<file path="src/rtl/tsi_regs.vh">
`ifndef TSI_REGS_VH
`define TSI_REGS_VH
// Function
// field output high with field, low otherwise
// wake-up pulse on battery-to-field changeover
// auto mode: field above on, battery below off
// field-on must persist for switch delay first
// field loss drives a reset pulse outward
// serial command disables or enables auto switching
// disabled on battery: no field load drawn
// data line changes only while clock low
// data edge during clock high is framing
// stop is falling data edge, clock high
// start leaves standby, stop returns to it
// ninth clock carries receiver acknowledge low
// no master acknowledge ends transmission, receive
// master ends reads with nack then stop
// control byte: row, two mode bits, direction
// direction bit zero write, one read
// standby releases data line to pull-up
// store of 32 rows by 16 bits
// writes of one or two bytes, reads unlimited
// special control bytes steer modulator or power
// master makes clock; data line bidirectional
// recovered carrier clock driven out
// mode bits pick high or low byte first
// programming busy: no acknowledge, inputs ignored
// master forces known state: nack read, stop
// edges found on sampled clock, pauses tolerated

// ******
// clock and timing
// ******
`define TSI_PROG_CYCLES 20'hf4240
`define TSI_BFS_CYCLES 16'h03e8
`define TSI_RSTP_CYCLES 16'h00c8

// ******
// synchroniser bit positions
// ******
`define TSI_SYNC_W 8
`define TSI_I_SCL 0
`define TSI_I_SDA 1
`define TSI_I_FIELD 2
`define TSI_I_ABOVE_ON 3
`define TSI_I_BELOW_OFF 4
`define TSI_I_CARRIER 5
`define TSI_I_DAMP 6
`define TSI_I_RSTLINE 7
`define TSI_SYNC_RST 8'h83

// ******
// serial states
// ******
`define TSI_S_IDLE 3'h0
`define TSI_S_CTRL 3'h1
`define TSI_S_CACK 3'h2
`define TSI_S_WDATA 3'h3
`define TSI_S_WACK 3'h4
`define TSI_S_TX 3'h5
`define TSI_S_MACK 3'h6
`define TSI_S_WAIT 3'h7

// ******
// control byte layout and codes
// ******
`define TSI_C_DIR 0
`define TSI_C_MLO 1
`define TSI_C_MHI 2
`define TSI_C_ROW_LO 3
`define TSI_C_ROW_HI 7
`define TSI_SP_MASK 8'hf7
`define TSI_SP_BIPHASE 8'hc7
`define TSI_SP_MANCH 8'hd7
`define TSI_SP_PM_OFF 8'he7
`define TSI_SP_PM_ON 8'hf7
`define TSI_MOD_NONE 2'h0
`define TSI_MOD_BIPHASE 2'h1
`define TSI_MOD_MANCH 2'h2
`define TSI_LAST_BIT 3'h7
`define TSI_MAX_WBYTES 2'h2
`endif

</file>
<file path="src/rtl/tsi_mem.v">
`timescale 1ns/1ps
// ******
// row store with registered read
// ******
module tsi_mem #(
  parameter DW = 16,
  parameter AW = 5
) (
  // clock
  input wire clk,
  // write port
  input wire we,
  input wire [AW-1:0] waddr,
  input wire [DW-1:0] wdata,
  // read port
  input wire re,
  input wire [AW-1:0] raddr,
  output reg [DW-1:0] rdata_r
);
  reg [DW-1:0] mem_r [0:(1<<AW)-1]; // storage rows

  // write and registered read
  always @(posedge clk) begin
    if (we) begin
      mem_r[waddr] <= wdata;
    end
    if (re) begin
      rdata_r <= mem_r[raddr];
    end
  end
endmodule // tsi_mem

</file>
<file path="src/rtl/tsi_fifo.v">
`timescale 1ns/1ps
// ******
// small word buffer with valid/ready
// ******
module tsi_fifo #(
  parameter W = 16,
  parameter AW = 1
) (
  // clock and reset
  input wire clk,
  input wire rst,
  input wire flush,
  // fill side
  input wire in_valid,
  output wire in_ready,
  input wire [W-1:0] in_data,
  // drain side
  output wire out_valid,
  input wire out_ready,
  output wire [W-1:0] out_data
);
  localparam DEPTH = 1 << AW;
  reg [W-1:0] buf_r [0:DEPTH-1]; // entries
  reg [AW-1:0] wp_r; // write pointer
  reg [AW-1:0] rp_r; // read pointer
  reg [AW:0] cnt_r; // fill level
  wire push = in_valid & in_ready;
  wire pop = out_valid & out_ready;

  assign in_ready = (cnt_r != DEPTH[AW:0]);
  assign out_valid = (cnt_r != {(AW+1){1'b0}});
  assign out_data = buf_r[rp_r];

  // pointer and level update
  always @(posedge clk) begin
    if (rst || flush) begin
      wp_r <= {AW{1'b0}};
      rp_r <= {AW{1'b0}};
      cnt_r <= {(AW+1){1'b0}};
    end else begin
      if (push) begin
        wp_r <= wp_r + {{(AW-1){1'b0}}, 1'b1};
      end
      if (pop) begin
        rp_r <= rp_r + {{(AW-1){1'b0}}, 1'b1};
      end
      if (push && !pop) begin
        cnt_r <= cnt_r + {{AW{1'b0}}, 1'b1};
      end else if (pop && !push) begin
        cnt_r <= cnt_r - {{AW{1'b0}}, 1'b1};
      end
    end
  end

  // entry store
  always @(posedge clk) begin
    if (push) begin
      buf_r[wp_r] <= in_data;
    end
  end
endmodule // tsi_fifo

</file>
<file path="src/rtl/tsi_top.v">
`timescale 1ns/1ps
`include "tsi_regs.vh"
// ******
// transponder serial interface top
// ******
module tsi_top #(
  parameter [19:0] PROG_CYCLES = `TSI_PROG_CYCLES,
  parameter [15:0] BFS_CYCLES = `TSI_BFS_CYCLES,
  parameter [15:0] RSTP_CYCLES = `TSI_RSTP_CYCLES,
  parameter STOP_ON_FALL = 1
) (
  // clock and reset
  input wire CLK,
  input wire RST,
  // serial bus
  input wire SCL,
  input wire SDA_IN,
  output wire SDA_OUT,
  output wire SDA_OE,
  // analog front end levels
  input wire FIELD_DETECT_IN,
  input wire COIL_ABOVE_ON_IN,
  input wire COIL_BELOW_OFF_IN,
  input wire CARRIER_IN,
  input wire DAMPING_CONTROL_IN,
  // reset line
  input wire BIDIR_RESET_LINE_IN,
  output wire BIDIR_RESET_LINE_OUT,
  output wire BIDIR_RESET_LINE_OE,
  // status and control outputs
  output wire FIELD_PRESENT_OUT,
  output wire WAKEUP_PULSE,
  output wire SUPPLY_FROM_FIELD,
  output wire FIELD_LOAD_EN,
  output wire AUTO_SWITCH_EN,
  output wire [1:0] MOD_MODE,
  output wire DAMP_OUT,
  output wire RECOVERED_CARRIER_CLOCK,
  output wire BUSY
);
  // ******
  // helpers
  // ******
  function [7:0] pick_byte;
    input [15:0] w;
    input hi;
    begin
      pick_byte = hi ? w[15:8] : w[7:0];
    end
  endfunction

  function is_code;
    input [7:0] c;
    input [7:0] code;
    begin
      is_code = ((c & `TSI_SP_MASK) == code);
    end
  endfunction

  // pull the line when the first bit to send is low
  function low_msb;
    input [15:0] w;
    input hi;
    begin
      low_msb = ~(hi ? w[15] : w[7]);
    end
  endfunction

  // ******
  // input synchronisers
  // ******
  reg [`TSI_SYNC_W-1:0] sync1_r; // first stage, read only by second
  reg [`TSI_SYNC_W-1:0] sync2_r; // second stage
  reg scl_d_r; // previous sampled clock
  reg sda_d_r; // previous sampled data
  wire [`TSI_SYNC_W-1:0] raw_in = {BIDIR_RESET_LINE_IN, DAMPING_CONTROL_IN, CARRIER_IN, COIL_BELOW_OFF_IN,
    COIL_ABOVE_ON_IN, FIELD_DETECT_IN, SDA_IN, SCL};

  // two-flop sampling of every outside level
  always @(posedge CLK) begin
    if (RST) begin
      sync1_r <= `TSI_SYNC_RST;
      sync2_r <= `TSI_SYNC_RST;
      scl_d_r <= 1'b1;
      sda_d_r <= 1'b1;
    end else begin
      sync1_r <= raw_in;
      sync2_r <= sync1_r;
      scl_d_r <= sync2_r[`TSI_I_SCL];
      sda_d_r <= sync2_r[`TSI_I_SDA];
    end
  end

  wire scl = sync2_r[`TSI_I_SCL]; // master clock level
  wire sda = sync2_r[`TSI_I_SDA]; // wire level
  wire scl_rise = scl & ~scl_d_r;
  wire scl_fall = ~scl & scl_d_r;
  wire sda_edge = scl & scl_d_r & (sda ^ sda_d_r);
  wire start_det = sda_edge & (sda == (STOP_ON_FALL != 0));
  wire stop_det = sda_edge & (sda != (STOP_ON_FALL != 0));
  wire srst = RST | ~sync2_r[`TSI_I_RSTLINE]; // serial reset, also from line

  // ******
  // serial state machine
  // ******
  reg [2:0] state_r; // serial state
  reg [2:0] bit_cnt_r; // bit in byte
  reg byte_done_r; // eighth bit seen
  reg [7:0] shift_r; // shift register
  reg [7:0] ctrl_r; // held control byte
  reg special_r; // special command active
  reg half_r; // second byte of word
  reg [1:0] data_cnt_r; // written data bytes
  reg mack_r; // master acknowledged
  reg sda_oe_r; // drive line low
  reg [15:0] word_r; // word buffer
  reg auto_en_r; // automatic switching on
  reg [1:0] mod_mode_r; // modulator mode
  reg busy_r; // programming in progress
  wire [7:0] shift_in = {shift_r[6:0], sda};
  wire hi_first = ctrl_r[`TSI_C_MHI];
  wire in_sp = (shift_r[`TSI_C_MHI:`TSI_C_DIR] == 3'h7) & (shift_r[7:6] == 2'h3);
  wire ctrl_end = (state_r == `TSI_S_CTRL) & scl_fall & byte_done_r;
  wire ctrl_accept = ctrl_end & ~busy_r & ~in_sp;
  wire cack_end = (state_r == `TSI_S_CACK) & scl_fall;
  wire next_word = (state_r == `TSI_S_MACK) & scl_fall & mack_r & half_r;
  wire fifo_pop = (cack_end & ~special_r) | next_word;
  wire [15:0] fifo_out;
  wire in_write = (state_r == `TSI_S_WDATA) | (state_r == `TSI_S_WACK);
  wire prog_start = stop_det & in_write & (data_cnt_r != 2'h0) & ~busy_r;

  // framing, acknowledge and byte handling
  always @(posedge CLK) begin
    if (srst) begin
      state_r <= `TSI_S_IDLE;
      bit_cnt_r <= 3'h0;
      byte_done_r <= 1'b0;
      shift_r <= 8'h00;
      ctrl_r <= 8'h00;
      special_r <= 1'b0;
      half_r <= 1'b0;
      data_cnt_r <= 2'h0;
      mack_r <= 1'b0;
      sda_oe_r <= 1'b0;
      word_r <= 16'h0000;
      auto_en_r <= 1'b1;
      mod_mode_r <= `TSI_MOD_NONE;
    end else if (stop_det) begin
      state_r <= `TSI_S_IDLE;
      sda_oe_r <= 1'b0;
    end else if (start_det) begin
      state_r <= `TSI_S_CTRL;
      bit_cnt_r <= 3'h0;
      byte_done_r <= 1'b0;
      sda_oe_r <= 1'b0;
    end else begin
      case (state_r)
        `TSI_S_CTRL, `TSI_S_WDATA: begin
          // receive a byte on rising clock
          if (scl_rise) begin
            shift_r <= shift_in;
            bit_cnt_r <= bit_cnt_r + 3'h1;
            byte_done_r <= (bit_cnt_r == `TSI_LAST_BIT);
          end else if (scl_fall && byte_done_r) begin
            byte_done_r <= 1'b0;
            if (state_r == `TSI_S_CTRL) begin
              ctrl_r <= shift_r;
              special_r <= in_sp;
              if (busy_r) begin
                state_r <= `TSI_S_WAIT;
              end else begin
                state_r <= `TSI_S_CACK;
                sda_oe_r <= 1'b1;
                if (is_code(shift_r, `TSI_SP_BIPHASE)) begin
                  mod_mode_r <= `TSI_MOD_BIPHASE;
                end else if (is_code(shift_r, `TSI_SP_MANCH)) begin
                  mod_mode_r <= `TSI_MOD_MANCH;
                end else if (is_code(shift_r, `TSI_SP_PM_OFF)) begin
                  auto_en_r <= 1'b0;
                end else if (is_code(shift_r, `TSI_SP_PM_ON)) begin
                  auto_en_r <= 1'b1;
                end
              end
            end else if (data_cnt_r != `TSI_MAX_WBYTES) begin
              // overwrite the half chosen by order and count
              if (hi_first ^ data_cnt_r[0]) begin
                word_r[15:8] <= shift_r;
              end else begin
                word_r[7:0] <= shift_r;
              end
              data_cnt_r <= data_cnt_r + 2'h1;
              state_r <= `TSI_S_WACK;
              sda_oe_r <= ~special_r;
            end else begin
              // refused byte: left unacknowledged, stop still programs
              state_r <= `TSI_S_WACK;
            end
          end
        end
        `TSI_S_CACK: begin
          // end of acknowledge clock: pick direction
          if (scl_fall) begin
            bit_cnt_r <= 3'h0;
            if (special_r) begin
              state_r <= `TSI_S_WAIT;
              sda_oe_r <= 1'b0;
            end else if (ctrl_r[`TSI_C_DIR]) begin
              word_r <= fifo_out;
              shift_r <= pick_byte(fifo_out, hi_first);
              sda_oe_r <= low_msb(fifo_out, hi_first);
              half_r <= 1'b0;
              state_r <= `TSI_S_TX;
            end else begin
              word_r <= fifo_out;
              data_cnt_r <= 2'h0;
              sda_oe_r <= 1'b0;
              state_r <= `TSI_S_WDATA;
            end
          end
        end
        `TSI_S_WACK: begin
          // release after the acknowledge clock
          if (scl_fall) begin
            sda_oe_r <= 1'b0;
            bit_cnt_r <= 3'h0;
            state_r <= `TSI_S_WDATA;
          end
        end
        `TSI_S_TX: begin
          // shift out on falling clock
          if (scl_rise) begin
            bit_cnt_r <= bit_cnt_r + 3'h1;
            byte_done_r <= (bit_cnt_r == `TSI_LAST_BIT);
          end else if (scl_fall) begin
            if (byte_done_r) begin
              byte_done_r <= 1'b0;
              sda_oe_r <= 1'b0;
              state_r <= `TSI_S_MACK;
            end else begin
              shift_r <= {shift_r[6:0], 1'b0};
              sda_oe_r <= ~shift_r[6];
            end
          end
        end
        `TSI_S_MACK: begin
          // sample master acknowledge, then next byte or stop sending
          if (scl_rise) begin
            mack_r <= ~sda;
          end else if (scl_fall) begin
            if (!mack_r) begin
              state_r <= `TSI_S_WAIT;
            end else if (!half_r) begin
              half_r <= 1'b1;
              shift_r <= pick_byte(word_r, ~hi_first);
              sda_oe_r <= low_msb(word_r, ~hi_first);
              state_r <= `TSI_S_TX;
            end else begin
              half_r <= 1'b0;
              word_r <= fifo_out;
              shift_r <= pick_byte(fifo_out, hi_first);
              sda_oe_r <= low_msb(fifo_out, hi_first);
              state_r <= `TSI_S_TX;
            end
          end
        end
        default: begin
          // standby and wait: line released
          sda_oe_r <= 1'b0;
        end
      endcase
    end
  end

  // ******
  // programming cycle
  // ******
  reg [19:0] prog_cnt_r; // elapsed cycles
  reg [4:0] prog_row_r; // row being written
  wire prog_we = busy_r & (prog_cnt_r == PROG_CYCLES - 20'h1);

  // busy window after a write stop
  always @(posedge CLK) begin
    if (RST) begin
      busy_r <= 1'b0;
      prog_cnt_r <= 20'h00000;
      prog_row_r <= 5'h00;
    end else if (prog_start) begin
      busy_r <= 1'b1;
      prog_cnt_r <= 20'h00000;
      prog_row_r <= ctrl_r[`TSI_C_ROW_HI:`TSI_C_ROW_LO];
    end else if (busy_r) begin
      prog_cnt_r <= prog_cnt_r + 20'h00001;
      busy_r <= ~prog_we;
    end
  end

  // ******
  // read prefetch into the word buffer
  // ******
  reg [4:0] pf_addr_r; // next row to fetch
  reg pf_dec_r; // walk downward
  reg pf_run_r; // prefetch enabled
  reg pf_pend_r; // read in flight
  wire fifo_in_ready;
  wire [15:0] mem_rdata;
  wire pf_issue = pf_run_r & fifo_in_ready & ~pf_pend_r & ~prog_we & ~ctrl_accept;

  // fetch rows ahead, rolling over at the ends
  always @(posedge CLK) begin
    if (srst || stop_det) begin
      pf_addr_r <= 5'h00;
      pf_dec_r <= 1'b0;
      pf_run_r <= 1'b0;
      pf_pend_r <= 1'b0;
    end else if (ctrl_accept) begin
      pf_addr_r <= shift_r[`TSI_C_ROW_HI:`TSI_C_ROW_LO];
      pf_dec_r <= shift_r[`TSI_C_MHI];
      pf_run_r <= 1'b1;
      pf_pend_r <= 1'b0;
    end else begin
      pf_pend_r <= pf_issue;
      if (pf_issue) begin
        pf_addr_r <= pf_dec_r ? pf_addr_r - 5'h01 : pf_addr_r + 5'h01;
      end
    end
  end

  tsi_mem #(.DW(16), .AW(5)) u_mem (
    .clk(CLK),
    .we(prog_we),
    .waddr(prog_row_r),
    .wdata(word_r),
    .re(pf_issue),
    .raddr(pf_addr_r),
    .rdata_r(mem_rdata)
  );

  tsi_fifo #(.W(16), .AW(1)) u_fifo (
    .clk(CLK),
    .rst(srst),
    .flush(ctrl_accept | stop_det),
    .in_valid(pf_pend_r),
    .in_ready(fifo_in_ready),
    .in_data(mem_rdata),
    .out_valid(),
    .out_ready(fifo_pop),
    .out_data(fifo_out)
  );

  // ******
  // power management
  // ******
  reg supply_field_r; // running on field supply
  reg [15:0] bfs_cnt_r; // filter count
  reg wake_r; // wake-up pulse
  reg [15:0] rstp_cnt_r; // outgoing reset length
  reg field_out_r; // gap/field level
  reg carrier_r; // recovered carrier
  reg damp_r; // damping drive
  wire above_on = sync2_r[`TSI_I_ABOVE_ON];
  wire below_off = sync2_r[`TSI_I_BELOW_OFF];

  // filtered switching between battery and field
  always @(posedge CLK) begin
    if (RST) begin
      supply_field_r <= 1'b0;
      bfs_cnt_r <= 16'h0000;
      wake_r <= 1'b0;
      rstp_cnt_r <= 16'h0000;
    end else begin
      wake_r <= 1'b0;
      if (rstp_cnt_r != 16'h0000) begin
        rstp_cnt_r <= rstp_cnt_r - 16'h0001;
      end
      if (!auto_en_r) begin
        supply_field_r <= 1'b0;
        bfs_cnt_r <= 16'h0000;
      end else if (!supply_field_r) begin
        if (!above_on) begin
          bfs_cnt_r <= 16'h0000;
        end else if (bfs_cnt_r == BFS_CYCLES - 16'h0001) begin
          supply_field_r <= 1'b1;
          wake_r <= 1'b1;
          bfs_cnt_r <= 16'h0000;
        end else begin
          bfs_cnt_r <= bfs_cnt_r + 16'h0001;
        end
      end else if (below_off) begin
        supply_field_r <= 1'b0;
        rstp_cnt_r <= RSTP_CYCLES;
      end
    end
  end

  // registered pass-through of front end levels
  always @(posedge CLK) begin
    if (RST) begin
      field_out_r <= 1'b0;
      carrier_r <= 1'b0;
      damp_r <= 1'b0;
    end else begin
      field_out_r <= sync2_r[`TSI_I_FIELD];
      carrier_r <= sync2_r[`TSI_I_CARRIER];
      damp_r <= sync2_r[`TSI_I_DAMP];
    end
  end

  // ******
  // outputs
  // ******
  assign SDA_OUT = 1'b0;
  assign SDA_OE = sda_oe_r;
  assign BIDIR_RESET_LINE_OUT = 1'b0;
  assign BIDIR_RESET_LINE_OE = (rstp_cnt_r != 16'h0000);
  assign FIELD_PRESENT_OUT = field_out_r | wake_r;
  assign WAKEUP_PULSE = wake_r;
  assign SUPPLY_FROM_FIELD = supply_field_r;
  assign FIELD_LOAD_EN = supply_field_r;
  assign AUTO_SWITCH_EN = auto_en_r;
  assign MOD_MODE = mod_mode_r;
  assign DAMP_OUT = damp_r;
  assign RECOVERED_CARRIER_CLOCK = carrier_r;
  assign BUSY = busy_r;
endmodule // tsi_top

</file>
<file path="config.mk">
export PLATFORM = sky130hd
export DESIGN_NAME = tsi_top
export DESIGN_NICKNAME = d
export VERILOG_FILES = /design/src/rtl/tsi_mem.v /design/src/rtl/tsi_fifo.v /design/src/rtl/tsi_top.v
export VERILOG_INCLUDE_DIRS = /design/src /design/src/rtl
export SDC_FILE = /design/constraint.sdc
export NUM_CORES = 1
export LEC_CHECK = 0
export BUFFER_PORTS_ARGS = -buffer_cell sky130_fd_sc_hd__buf_2
export CORE_MARGIN = 2
export CORE_UTILIZATION = 57
export CTS_CLUSTER_SIZE = 16
export DETAILED_ROUTE_END_ITERATION = 8
export MAX_ROUTING_LAYER = met4
export PLACE_DENSITY = 0.76
export SLEW_MARGIN = 20
export SYNTH_ARGS = -nofsm -noshare
export SYNTH_HDL_FRONTEND = slang
export SYNTH_SLANG_ARGS = --single-unit
</file>
<file path="constraint.sdc">
create_clock -name CLK -period 2.7 [get_ports CLK]
set_input_delay 0.405 -clock CLK [delete_from_list [all_inputs] [get_ports CLK]]
set_output_delay 0.405 -clock CLK [all_outputs]
set_load 0.02 [all_outputs]
</file>
After elaboration in Yosys (flattened, before gate mapping) --
Memories as Yosys holds them, arrays and structs flattened. A register that Yosys moved wholly into a read port is not among the register bits. Cells that the tools add are included. W data, S select, Z words.
Operators by class: add/sub/neg operators 11, equal/unequal tests 52, mux-type cells 114, bitwise gates (word level) 52, reductions and logical operators 45
Operators by type and width (count):
- $mux W16 | 16
- $mux W8 | 15
- $mux W3 | 16
- $pmux W16 S3 | 1
- $mux W1 | 44
- $ne A2 B2 Y1 const B | 22
- $reduce_and A10 Y1 | 4
- $ne A3 B3 Y1 const B | 11
- $pmux W8 S4 | 1
- $eq A7 B7 Y1 const B | 4
- $reduce_and A14 Y1 | 2
- $and A1 B1 Y1 | 26
- $mux W2 | 12
- $add A20 B1 Y20 const B | 1
- $eq A20 B20 Y1 const B | 1
- $not A1 Y1 | 19
- $add A16 B1 Y16 const B | 1
- $eq A16 B10 Y1 const B | 1
- $reduce_bool A16 Y1 | 1
- $reduce_bool A2 Y1 | 8
- $sub A16 B1 Y16 const B | 1
- $eq A3 B3 Y1 const B | 5
- $mux W5 | 3
- $pmux W3 S5 | 1
- 32 further kinds | 58
Storage, ports and cells: register bits 141, memory bits (writable) 544, input port bits 10, output and inout bits 14, word-level logic and storage cells 312, memories kept 2
Memory list:
- u_mem.mem_r | depth 32, bits a word 16, read ports 1, clocked after Yosys merged registers in 1, wr ports 1, RTL line tsi_mem.v:20 | reg [DW-1:0] mem_r [0:(1<<AW)-1];
- u_fifo.buf_r | depth 2, bits a word 16, read ports 1, clocked after Yosys merged registers in 1, wr ports 1, RTL line tsi_fifo.v:23 | reg [W-1:0] buf_r [0:DEPTH-1];

Longest topological paths before layout --
depth in word-level cells 10, gate-level depth with buffers 10, mapped depth without buffers 8

Cells and area by module --
A second synthesis with hierarchy kept.
Second synthesis, totals: cells, all modules 1987, area, all modules 28607.4 µm²
By module, submodules not included:
- tsi_mem | instances 1, cells each 1143, area an instance 20694.8 µm², sequential area each 15855.2 µm²
- tsi_top | instances 1, cells each 769, area an instance 6530.0 µm², sequential area each 2722.6 µm²
- tsi_fifo | instances 1, cells each 75, area an instance 1382.6 µm², sequential area each 1061.0 µm²

Least setup slack after synthesis --
OpenSTA, ideal clock, no wires.
path type register -> register, start register prog_cnt_r[6], end memory u_mem.mem_r[30][0], enable pin, library setup time 388 ps, data arrival time 2336 ps, required time 2312 ps, slack -24 ps, cell stages (with the launch flop) 6, buffers on the path 0, period minus slack after synthesis 2724 ps, cells stage by stage dfxtp_1 -> nor4b_1 -> nand2_1 -> nor4_1 -> nand3b_1 -> nor2_1
On the way: cells in the longest elaborated chain, start to end 4
RTL lines:
- start: declaration | RTL line tsi_top.v:277 | reg [19:0] prog_cnt_r;
- start signal: assignment | RTL line tsi_top.v:292 | prog_cnt_r <= prog_cnt_r + 20'h00001;
- $eq A20 B20 Y1 | RTL line tsi_top.v:279 | wire prog_we = busy_r & (prog_cnt_r == PROG_CYCLES - 20'h1);
- $and A1 B1 Y1 | RTL line tsi_top.v:279
- $mux W1 | RTL line tsi_mem.v:24 | if (we) begin
- $mux W1 (not written as such) | RTL line tsi_mem.v:25 | mem_r[waddr] <= wdata;
- end: declaration | RTL line tsi_mem.v:20
No other way between the ends.

Worst setup path after layout --
start register rstp_cnt_r[7], end output BIDIR_RESET_LINE_OE
On the way: cells in the longest elaborated chain, start to end 1
RTL lines:
- start: declaration | RTL line tsi_top.v:356 | reg [15:0] rstp_cnt_r;
- start signal: assignment | RTL line tsi_top.v:373 | rstp_cnt_r <= rstp_cnt_r - 16'h0001;
- $reduce_bool A16 Y1 | RTL line tsi_top.v:414 | assign BIDIR_RESET_LINE_OE = (rstp_cnt_r != 16'h0000);
- end: declaration | RTL line tsi_top.v:29 | output wire BIDIR_RESET_LINE_OE,
No other way between the ends.

==> metrics <==
routed len/inst 26.44 um; final WL 65.53 mm; Area after DPL 29820 um^2; Pwr Total 0.02146 W; skew final 34.44 ps; pin slew with the least headroom to its limit 824.4 ps; Synth Instances 1651; RSZ-0062 raised after global routing no; Syn Area/Cell 17.00 um^2; fraction of registers with async set/reset 0%; critical path startpoint category flip-flop; vias in the first global route 15809; # DRC 0; CP endpoint kind output port; die height 225.9 um; Die Footprint 51040 um^2; max-slew violation total from the final report 0; Seq/Total Area, Yosys 69.95%; first-pass GRT wire length 98.76 mm; register clock-pin slew on the reported worst setup and hold paths 60 ps; Slew HR 45.04%; max cap viols 0; number of synthesized flops with an enable pin 560; gr ovfl total 0; TritonCTS clock tree done; Most used DFF post-synth edfxtp_1; worst skew pair latency 630 ps; Worst IR Drop VDD 725.4 uV; Clock Sinks 701; outcome finished, final reports clean; layout cells sized above 1 25.36%; largest net degree at the start of global routing 58; total iterations of the first detailed-routing run 8; Final ANT Viol Nets 0; final count of negative-setup-slack endpoints 0; Yosys reg bits 701; Starting Density 57.59%; DIE WIDTH 225.9 um; fin crit period 2566 ps; f_max 389.8 MHz; static leakage 8.701 nW; port bufs 21; Period Utilization, post-route 95.02%; antenna cells 0; Max Root-Sink Buffers 3; Synth Warn # 0; Starting DRT DRC Count 1961; Max FO, Critical Path 9; via count 15719; CTS root buffer clkbuf_16; Final Hold Fails 0; path category of the worst min-delay check primary input to flip-flop; initial antenna violation count 0; RePlAce Congestion 0.8762; IO Pins 24; hpwl dp 38.32 mm; H-tree depth 3; Final nets 1789; crit path kind flip-flop to output port; DR vias/cell 6.343; row count 81; GRT Util Overall 27.56%; PD cells 669.8 nW/um^2; required time worst endpoint 2300 ps; Area Growth Syn to Fin 14.12%; synthesized cell area 28070 um^2; Arr. time, crit path 2160 ps; post-synth cell types 70; total CTS buffers 70; CORE AREA 48750 um^2; Final Cell Area 32040 um^2
metal layers:
metal	track usage, %	share of wire [%]	vias to the layer above
li1	-	-	6728
met1	36.24	39	8027
met2	43.70	50	806
met3	5.139	8.6	158
met4	9.635	3.4	0
met5	-	0	-
area by class of cell:
cell class	count	area, um^2
Sequential cell	701	19650
Fill cell	3190	16710
Multi-Input combinational cell	843	8055
Clock buffer	93	1901
Timing Repair Buffer	130	1294
Tap cell	664	830.8
Clock inverter	29	241.5
Inverter	18	67.56
worst max-delay path: stages (launching register included):
cell     delay (ps)
dfxtp_1         370
or4_4           620
or2_2           380
buf_2           180
stage by stage:
step                      TNS [ps]  cells  hold WS (ps)  util (%)  setup slack, ps
final                            0   2478         24.45     65.72            134.4
after global placement      -286.2   2352         402.5     61.16           -14.39
after global routing             0   2478         16.47     65.72            9.950
after floorplan              -4626   1652         389.5         -           -24.00
after CTS                        0   2477         6.423     65.65            7.921
after detailed placement     -1602   2352         393.0     61.16           -46.47
Yosys cell counts (15+ instances only):
cell / count / area (um^2)
a21oi_1: 50 / 250.2
buf_1: 16 / 60.06
clkbuf_1: 51 / 191.4
dfxtp_1: 141 / 2823
edfxtp_1: 560 / 16820
inv_1: 18 / 67.56
mux2_2: 26 / 292.8
mux2i_1: 30 / 300.3
mux4_2: 162 / 3649
nand2_1: 47 / 176.4
nand3_1: 45 / 225.2
nand4_1: 15 / 93.84
nor2_1: 150 / 563.0
nor2b_1: 24 / 150.1
o211ai_1: 18 / 135.1
o21ai_0: 26 / 130.1
xnor2_1: 22 / 192.7
xor2_1: 31 / 271.5
power breakdown:
group	total [W]	internal, W	switching (W)
registers	0.0117	0.0116	0.0000942
clock network	0.00911	0.00510	0.00401
logic	0.000681	0.000288	0.000393
total	0.0215	0.0170	0.00450
layout by cell type (no fill, tap or decap), drive strengths merged, types with 8 or more instances in the layout:
cell      n
and3     12
nand2    47
o211ai   18
nor3     14
edfxtp  560
mux2     26
xnor2    22
o21ai    29
nor2    150
inv      21
nor4b     8
nand3b   14
mux2i    30
nand3    45
nor2b    24
and2     10
a22oi     8
ha       14
xor2     31
clkbuf   93
a21oi    50
nor4     11
buf     127
clkinv   24
dfxtp   141
nand2b   10
nand4    15
mux4    162
or2      11
path summary, 6_finish.rpt:
path,from,endpoint,slack [ps],cells past startpoint
max,rstp_cnt_r[7],BIDIR_RESET_LINE_OE,130,3
min,CARRIER_IN,sync1_r[5],20,2
max reg2reg,prog_cnt_r[6],u_mem.mem_r[27][11],220,8
min reg2reg,sync1_r[0],sync2_r[0],410,1
kinds of logic (layout without fill, tap and decap cells):
group	Yosys count	in the layout	synth area share, %
AOI/OAI and AO/OA	156	156	3.655
xor gates and xnor gates	53	53	1.653
adders and majority gates	15	15	0.6953
buffers and inverters	108	270	1.685
DFF	701	701	69.95
muxes	218	218	15.11
other	1	2	0.01336
and+or+nand+nor	399	399	7.238
registers in the layout, summed over array words and instances, names as in the netlist, 3 cells and up, named ones only:
| register | flops |
|---|---|
| prog_row_r | 5 |
| prog_cnt_r | 20 |
| ctrl_r | 7 |
| bit_cnt_r | 3 |
| u_fifo.buf_r | 32 |
| sync2_r | 8 |
| sync1_r | 8 |
| state_r | 3 |
| u_mem.rdata_r | 16 |
| rstp_cnt_r | 16 |
| word_r | 16 |
| u_mem.mem_r | 512 |
| pf_addr_r | 5 |
| shift_r | 8 |
| bfs_cnt_r | 16 |
what timing repair did:
item                                    4_1_cts  5_1_grt
endpoints found under the hold margin         3        0
gates cloned                                  0        0
setup buffers                                 0        1
hold buffers                                  3        0
endpoints found under the setup margin      436      436
gates resized for setup                       3        7
Power figures use the tool's default switching activity.
